`src/hdl/card_uart_map.svh`:
```
// register map, bit positions and reset values of the card uart status block
`ifndef CARD_UART_MAP_SVH
`define CARD_UART_MAP_SVH

// ----------------------------------------------------------------------------
// addresses and page
// ----------------------------------------------------------------------------
`define STATUS_ADDR 8'had
`define IDENT_ADDR 8'hae
`define ENABLE_ADDR 8'hae
`define PAGE_MAIN 1'h0
`define PAGE_ALT 1'h1

// ----------------------------------------------------------------------------
// bit positions, shared by status, ident and enable
// ----------------------------------------------------------------------------
`define BIT_TBE 7
`define BIT_RSVD 6
`define BIT_OVF 5
`define BIT_VOLT 4
`define BIT_WTO 3
`define BIT_SENT 2
`define BIT_RECV 1
`define BIT_PE 0

// ----------------------------------------------------------------------------
// reset values and masks
// ----------------------------------------------------------------------------
`define STATUS_RESET 8'h80
`define IDENT_RESET 8'h00
`define ENABLE_RESET 8'h00
`define FLAG_MASK 8'hbf
`define SYNC_STAGES 2

`endif

```
`src/hdl/card_uart_pkg.sv`:
```
// types shared by the card uart status block
package card_uart_pkg;

    // ------------------------------------------------------------------------
    // cpu special function register access, one cycle strobes
    // ------------------------------------------------------------------------
    typedef struct packed {
        logic [7:0] addr;
        logic rd;
        logic wr;
        logic [7:0] wdata;
    } sfr_req_s;

    // ------------------------------------------------------------------------
    // one cycle events from the uart core and waiting time counter
    // ------------------------------------------------------------------------
    typedef struct packed {
        logic tx_buf_load;
        logic tx_done;
        logic tx_ok;
        logic tx_last_try;
        logic rx_done;
        logic rx_parity_err;
        logic rx_last_try;
        logic wt_expire;
        logic wt_reload;
    } uart_events_s;

    // ------------------------------------------------------------------------
    // interrupt source, highest priority first
    // ------------------------------------------------------------------------
    typedef enum logic [2:0] {
        SRC_TBE = 3'h0,
        SRC_OVF = 3'h1,
        SRC_VOLT = 3'h3,
        SRC_WTO = 3'h2,
        SRC_SENT = 3'h6,
        SRC_RECV = 3'h7,
        SRC_PE = 3'h5,
        SRC_NONE = 3'h4
    } irq_src_e;

endpackage

```
`src/hdl/card_uart_status.sv`:
```
// status, interrupt identification and enable registers of the card uart
`timescale 1ns/10ps
`include "card_uart_map.svh"

// Contract
// - tx empty set on load, cleared by write
// - overflow status follows current monitor
// - supply ok follows voltage monitor
// - timeout set on expiry, cleared on reload
// - sent set on success, cleared by read
// - received set, final failure also sets
// - parity status on final try error
// - status resets to tx empty only
// - ident read only, cleared on read
// - tx empty flag, gated by enable
// - overflow flag, gated by enable
// - supply error flag, gated by enable
// - timeout flag, gated by enable
// - sent flag, gated by enable
// - received flag, gated by enable
// - parity flag with received, or alone on final tx failure
// - bit six reserved in ident
// - enable register bit layout
// - fixed service priority order
module card_uart_status (
    input wire logic mclk,
    input wire logic resetn,
    input card_uart_pkg::sfr_req_s sfr,
    input wire logic register_page_select,
    output logic [7:0] sfr_rdata,
    output logic sfr_rdata_valid,
    input card_uart_pkg::uart_events_s events,
    input wire logic repetition_en,
    input wire logic data_buffer_write,
    input wire logic data_buffer_read,
    input wire logic current_over_pin,
    input wire logic supply_ok_pin,
    output logic irq,
    output card_uart_pkg::irq_src_e irq_source,
    output logic irq_source_valid
);
    import card_uart_pkg::*;

    // ------------------------------------------------------------------------
    // address decode
    // ------------------------------------------------------------------------
    function automatic logic hit(input logic [7:0] a, input logic pg, input logic [7:0] want,
                                 input logic want_pg);
        hit = (a == want) && (pg == want_pg);
    endfunction

    logic sel_status;
    logic sel_ident;
    logic sel_enable;
    logic status_rd;
    logic ident_rd;
    logic enable_wr;

    assign sel_status = hit(sfr.addr, register_page_select, `STATUS_ADDR, `PAGE_MAIN);
    assign sel_ident = hit(sfr.addr, register_page_select, `IDENT_ADDR, `PAGE_MAIN);
    assign sel_enable = hit(sfr.addr, register_page_select, `ENABLE_ADDR, `PAGE_ALT);
    assign status_rd = sfr.rd && sel_status;
    assign ident_rd = sfr.rd && sel_ident;
    // writes to status and ident are ignored, both are hardware owned
    assign enable_wr = sfr.wr && sel_enable;

    // ------------------------------------------------------------------------
    // analog monitor levels
    // ------------------------------------------------------------------------
    logic [1:0] mon_q;
    logic ovf_q;
    logic volt_q;
    logic volt_d_reg;
    logic ovf_d_reg;

    // one synchroniser lane per monitor level, not one per stage
    bit_sync #(.WIDTH(2)) bit_sync_i (
        .mclk(mclk),
        .resetn(resetn),
        .d({current_over_pin, supply_ok_pin}),
        .q(mon_q)
    );

    assign ovf_q = mon_q[1];
    assign volt_q = mon_q[0];

    always_ff @(posedge mclk or negedge resetn) begin
        if (!resetn) begin
            ovf_d_reg <= 1'h0;
            volt_d_reg <= 1'h0;
        end else begin
            ovf_d_reg <= ovf_q;
            volt_d_reg <= volt_q;
        end
    end

    // ------------------------------------------------------------------------
    // set conditions
    // ------------------------------------------------------------------------
    logic sent_set;
    logic recv_set;
    logic pe_set;
    logic ovf_rise;
    logic volt_fall;

    // with repetition only a good try counts as sent
    assign sent_set = events.tx_done && (!repetition_en || events.tx_ok);
    // a failed final try still lets software read the bad byte
    assign recv_set = events.rx_done &&
                      (!repetition_en || !events.rx_parity_err || events.rx_last_try);
    assign pe_set = repetition_en ?
                    ((events.rx_done && events.rx_parity_err && events.rx_last_try) ||
                     (events.tx_done && !events.tx_ok && events.tx_last_try)) :
                    (events.rx_done && events.rx_parity_err);
    assign ovf_rise = ovf_q && !ovf_d_reg;
    // the synchronisers start low, so leaving range needs a prior in range level
    assign volt_fall = !volt_q && volt_d_reg;

    // ------------------------------------------------------------------------
    // status register bits
    // ------------------------------------------------------------------------
    logic tx_buffer_empty_status;
    logic current_overflow_status;
    logic supply_in_range_status;
    logic wait_timeout_status;
    logic char_sent_status;
    logic char_received_status;
    logic parity_error_status;
    logic [7:0] card_uart_status;

    always_ff @(posedge mclk or negedge resetn) begin
        if (!resetn) begin
            tx_buffer_empty_status <= 1'h1;
        end else if (events.tx_buf_load) begin
            tx_buffer_empty_status <= 1'h1;
        end else if (data_buffer_write) begin
            tx_buffer_empty_status <= 1'h0;
        end
    end

    always_ff @(posedge mclk or negedge resetn) begin
        if (!resetn) begin
            current_overflow_status <= 1'h0;
            supply_in_range_status <= 1'h0;
        end else begin
            current_overflow_status <= ovf_q;
            supply_in_range_status <= volt_q;
        end
    end

    always_ff @(posedge mclk or negedge resetn) begin
        if (!resetn) begin
            wait_timeout_status <= 1'h0;
        end else if (events.wt_expire) begin
            wait_timeout_status <= 1'h1;
        end else if (events.wt_reload) begin
            wait_timeout_status <= 1'h0;
        end
    end

    always_ff @(posedge mclk or negedge resetn) begin
        if (!resetn) begin
            char_sent_status <= 1'h0;
        end else if (sent_set) begin
            char_sent_status <= 1'h1;
        end else if (status_rd) begin
            char_sent_status <= 1'h0;
        end
    end

    always_ff @(posedge mclk or negedge resetn) begin
        if (!resetn) begin
            char_received_status <= 1'h0;
        end else if (recv_set) begin
            char_received_status <= 1'h1;
        end else if (data_buffer_read) begin
            char_received_status <= 1'h0;
        end
    end

    always_ff @(posedge mclk or negedge resetn) begin
        if (!resetn) begin
            parity_error_status <= 1'h0;
        end else if (pe_set) begin
            parity_error_status <= 1'h1;
        end else if (status_rd) begin
            parity_error_status <= 1'h0;
        end
    end

    always_comb begin
        card_uart_status = 8'h00;
        card_uart_status[`BIT_TBE] = tx_buffer_empty_status;
        card_uart_status[`BIT_OVF] = current_overflow_status;
        card_uart_status[`BIT_VOLT] = supply_in_range_status;
        card_uart_status[`BIT_WTO] = wait_timeout_status;
        card_uart_status[`BIT_SENT] = char_sent_status;
        card_uart_status[`BIT_RECV] = char_received_status;
        card_uart_status[`BIT_PE] = parity_error_status;
    end

    // ------------------------------------------------------------------------
    // interrupt identification flags
    // ------------------------------------------------------------------------
    logic [7:0] flag_set;
    logic [7:0] card_uart_irq_ident_reg;
    logic [7:0] card_uart_irq_ident_next;

    always_comb begin
        flag_set = 8'h00;
        flag_set[`BIT_TBE] = events.tx_buf_load;
        flag_set[`BIT_OVF] = ovf_rise;
        flag_set[`BIT_VOLT] = volt_fall;
        flag_set[`BIT_WTO] = events.wt_expire;
        flag_set[`BIT_SENT] = sent_set;
        flag_set[`BIT_RECV] = recv_set;
        flag_set[`BIT_PE] = pe_set;
    end

    // a read clears everything pending; set in the same cycle survives
    assign card_uart_irq_ident_next = (flag_set | (ident_rd ? 8'h00 : card_uart_irq_ident_reg)) &
                                      `FLAG_MASK;

    always_ff @(posedge mclk or negedge resetn) begin
        if (!resetn) begin
            card_uart_irq_ident_reg <= `IDENT_RESET;
        end else begin
            card_uart_irq_ident_reg <= card_uart_irq_ident_next;
        end
    end

    // ------------------------------------------------------------------------
    // enable register
    // ------------------------------------------------------------------------
    logic [7:0] card_uart_irq_enable_reg;

    always_ff @(posedge mclk or negedge resetn) begin
        if (!resetn) begin
            card_uart_irq_enable_reg <= `ENABLE_RESET;
        end else if (enable_wr) begin
            card_uart_irq_enable_reg <= sfr.wdata & `FLAG_MASK;
        end
    end

    // ------------------------------------------------------------------------
    // interrupt request and priority
    // ------------------------------------------------------------------------
    logic [7:0] pending;

    assign pending = card_uart_irq_ident_reg & card_uart_irq_enable_reg;
    assign irq = |pending;

    irq_priority irq_priority_i (
        .pending(pending),
        .src(irq_source),
        .any(irq_source_valid)
    );

    // ------------------------------------------------------------------------
    // read data
    // ------------------------------------------------------------------------
    // value is captured before the read clear takes effect
    always_ff @(posedge mclk or negedge resetn) begin
        if (!resetn) begin
            sfr_rdata <= 8'h00;
            sfr_rdata_valid <= 1'h0;
        end else begin
            sfr_rdata_valid <= sfr.rd;
            if (sfr.rd) begin
                if (sel_status) begin
                    sfr_rdata <= card_uart_status;
                end else if (sel_ident) begin
                    sfr_rdata <= card_uart_irq_ident_reg;
                end else if (sel_enable) begin
                    sfr_rdata <= card_uart_irq_enable_reg;
                end else begin
                    sfr_rdata <= 8'h00;
                end
            end
        end
    end
endmodule

```
`src/hdl/bit_sync.sv`:
```
// two flop synchroniser for a vector of independent levels
`timescale 1ns/10ps
module bit_sync #(
    parameter int WIDTH = 2
) (
    input wire logic mclk,
    input wire logic resetn,
    input wire logic [WIDTH-1:0] d,
    output logic [WIDTH-1:0] q
);
    logic [WIDTH-1:0] meta_reg;

    // each bit is a separate level, so no coherency between bits is promised
    always_ff @(posedge mclk or negedge resetn) begin
        if (!resetn) begin
            meta_reg <= '0;
            q <= '0;
        end else begin
            meta_reg <= d;
            q <= meta_reg;
        end
    end
endmodule

```
`src/hdl/irq_priority.sv`:
```
// fixed priority encoder over the enabled pending interrupt flags
`timescale 1ns/10ps
`include "card_uart_map.svh"
module irq_priority (
    input wire logic [7:0] pending,
    output card_uart_pkg::irq_src_e src,
    output logic any
);
    import card_uart_pkg::*;

    // checked lowest first so that higher sources overwrite
    always_comb begin
        src = SRC_NONE;
        if (pending[`BIT_PE]) src = SRC_PE;
        if (pending[`BIT_RECV]) src = SRC_RECV;
        if (pending[`BIT_SENT]) src = SRC_SENT;
        if (pending[`BIT_WTO]) src = SRC_WTO;
        if (pending[`BIT_VOLT]) src = SRC_VOLT;
        if (pending[`BIT_OVF]) src = SRC_OVF;
        if (pending[`BIT_TBE]) src = SRC_TBE;
        any = |pending;
    end
endmodule

```
`config.mk`:
```
export PLATFORM = sky130hd
export DESIGN_NAME = card_uart_status
export DESIGN_NICKNAME = d
export VERILOG_FILES = /design/src/hdl/card_uart_pkg.sv /design/src/hdl/card_uart_status.sv /design/src/hdl/bit_sync.sv /design/src/hdl/irq_priority.sv
export VERILOG_INCLUDE_DIRS = /design/src /design/src/hdl
export SDC_FILE = /design/constraint.sdc
export NUM_CORES = 1
export LEC_CHECK = 0
export ABC_AREA = 1
export BUFFER_PORTS_ARGS = -buffer_cell sky130_fd_sc_hd__buf_2
export CAP_MARGIN = 5
export CORE_ASPECT_RATIO = 0.5
export CORE_MARGIN = 2
export CORE_UTILIZATION = 51
export DETAILED_ROUTE_END_ITERATION = 12
export PLACE_DENSITY = 0.79
export SETUP_SLACK_MARGIN = 0.5
export SKIP_CTS_REPAIR_TIMING = 1
export SLEW_MARGIN = 20
export SYNTH_ARGS = -nofsm -noshare
export SYNTH_HDL_FRONTEND = slang
export SYNTH_SLANG_ARGS = --single-unit
```
`constraint.sdc`:
```
create_clock -name mclk -period 1.3 [get_ports mclk]
set_input_delay 0.195 -clock mclk [delete_from_list [all_inputs] [get_ports mclk]]
set_output_delay 0.195 -clock mclk [all_outputs]
set_load 0.005 [all_outputs]
```
==> reports/metrics.csv <==
metric;value;unit
stdcell_area;2524;µm²
die_w;85.27;µm
cts_inserted_buffers;5;
clock_skew;0.01054;ns
synth_common_cells;nand2_1 (59), inv_1 (33), dfrtp_1 (32), nand4_1 (22);
violations;hold timing, setup timing;
max_freq;649.4;MHz
slowest_stage;dfrtp_1;
dieArea;3806;µm²
synth_cell_types;28;
syn2layout_area_growth;49.85;%
yosysWarnings;0;
setup_ws;-0.2399;ns
num_antenna_cells;0;
core;3083;µm²
io-pin-count;49;
wl;4916;µm
grt_pass1_wl;6196;µm
hold_viol;15;
grt_usage;21.70;%
grt_pass1_vias;1382;
outcome;complete, but fails checks;
vdd_ir_drop_max;0.8408;mV
synth.area.top_cells;dfrtp_1 (48%), nand2_1 (13%), nand4_1 (8.2%);
p_leak;1.377;nW
synthCells;199;
drc;0;
syn_area_per_cell;8.463;µm²
end_kind;output port;
port_buffers;46;
gp_congestion;0.8779;
viasPerCell;5.497;
cts.sink_count;33;
worstHoldPathType;input port to async pin;
drt_iter0_markers;147;
ys_ff_latch;33;
power;2.383;mW
ys_async_sr_fraction;100.0;%
synthFlopType;dfrtp_1;
syn_area;1684;µm²
die_h;44.64;µm
synth_top_area_share;47.55;%
power_density;944.2;nW/µm²
final_layout_size_suffix_gt1_share;45.22;%
crit_buf_inv;1;
final_nets;306;
crit_family;simple AND/OR/NAND/NOR gates;
cts_tree;built;
wire_per_inst;15.76;µm
ys_seq_area_share;49.11;%
clockBufferDepth;2;
ant_nets;0;
hold_slack;-0.1740;ns
syn_nets;234;
cpPeakStageDelay;0.44;ns
antenna_found_initial;0;
min_period;1.540;ns
synth-edff-count;0;
synth.most_common_cell;nand2_1;
cts-root-buf;clkbuf_8;
dp_hpwl;2730;µm
cp-start-kind;flip-flop;
start_util;54.63;%
drtPass1Iterations;5;
ctsHtreeMaxLevel;2;
maxCapViolations;0;
drv_slew;0;
setup-violations-final;5;
grt_max_degree;25;
clk_pin_slew;0.07;ns
clock_latency;0.29;ns
rows;14;
worstPathCellList;nand2_1 -> nand2_2 -> nor2_1 -> nand4_1 -> buf_2;
vias;1715;
placed_area;2019;µm²
post-route-period-util;118.5;%
rsz0062_at_grt;yes;
synth_top_cell_by_area;dfrtp_1;
critical_path_class;flip-flop to output port;
gr-total-overflow;0;
required;1.11;ns
cp.arrival;1.34;ns
crit_fanout;3;
-- layout make-up --
type	instances	area (µm²)
flip-flops and latches	33	827.0
multi-input cells	124	794.5
repair buffers	73	588.1
fillers	183	559.3
inverters	34	147.6
clock buffers	7	86.33
well taps	40	50.05
clock inverters	1	30.03
-- path summary, 6_finish.rpt --
path	slack [ns]	startpoint	endpoint	depth (start not counted)
worst max-delay path	-0.24	card_uart_irq_ident_reg[3]	irq	5
worst min-delay path	-0.17	resetn	card_uart_irq_enable_reg[2]	1
worst max register to register	0.26	card_uart_irq_ident_reg[5]	sfr_rdata[5]	6
worst min register to register	0.36	bit_sync_i.meta_reg[0]	bit_sync_i.q[0]	0
max in group asynchronous	0.96	resetn	tx_buffer_empty_status	2
min in group mclk	0.01	supply_ok_pin	bit_sync_i.meta_reg[0]	1
-- cells by family (layout without fill, tap and decap cells) --
family                 count (synthesis)  after routing  synth area share [%]
other                                  1              1                0.2227
DFF                                   33             33                 49.11
and+or+nand+nor                      103            103                 31.65
AOI/OAI and AO/OA                     20             20                 7.801
buffers and inverters                 42            115                 11.22
-- power by group --
part / internal, mW / total, mW / switching, mW
Combinational: 0.136 / 0.308 / 0.172
Sequential: 1.05 / 1.07 / 0.0142
Clock: 0.625 / 1.01 / 0.383
Total: 1.81 / 2.38 / 0.568
-- layout by cell type, fill, tap and decap left out, types with 2 or more instances in the layout --
cell,instances
buf_12,3
buf_4,14
o21ai_1,4
inv_2,3
inv_1,28
nor2_4,4
nand2_2,9
clkbuf_16,3
nor2_1,2
clkbuf_8,6
nand4_1,22
a21oi_2,2
a31oi_1,2
buf_8,2
dfrtp_1,32
o21ai_2,7
nand4_4,2
nand3_1,8
nand2_4,7
o21ai_0,4
nand2_1,44
buf_2,41
buf_6,10
-- stage by stage --
stage                     hold slack, ns  TNS [ns]  utilization [%]  instances  setup slack [ns]
after floorplan                  -0.1006         0                -        199            0.2443
after global placement            0.1356  -0.04875            65.50        281          -0.03374
after detailed placement          0.1438   -0.1561            65.50        281          -0.07500
after CTS                        -0.1600   -0.6056            69.28        289           -0.1823
after global routing             -0.1357    -1.378            81.86        312           -0.3027
final                            -0.1740    -1.025            81.86        312           -0.2399
-- per-layer routing --
layer	GRT usage, %	up-vias	wire length (µm)	part of all wire (%)
met5	0	-	0	0
met4	6.032	0	103	2.1
met3	6.530	19	471	9.6
met2	33.75	117	2308	47
met1	30.07	795	2033	41
li1	-	784	-	-
No activity file was read; power rests on OpenSTA's default activity.
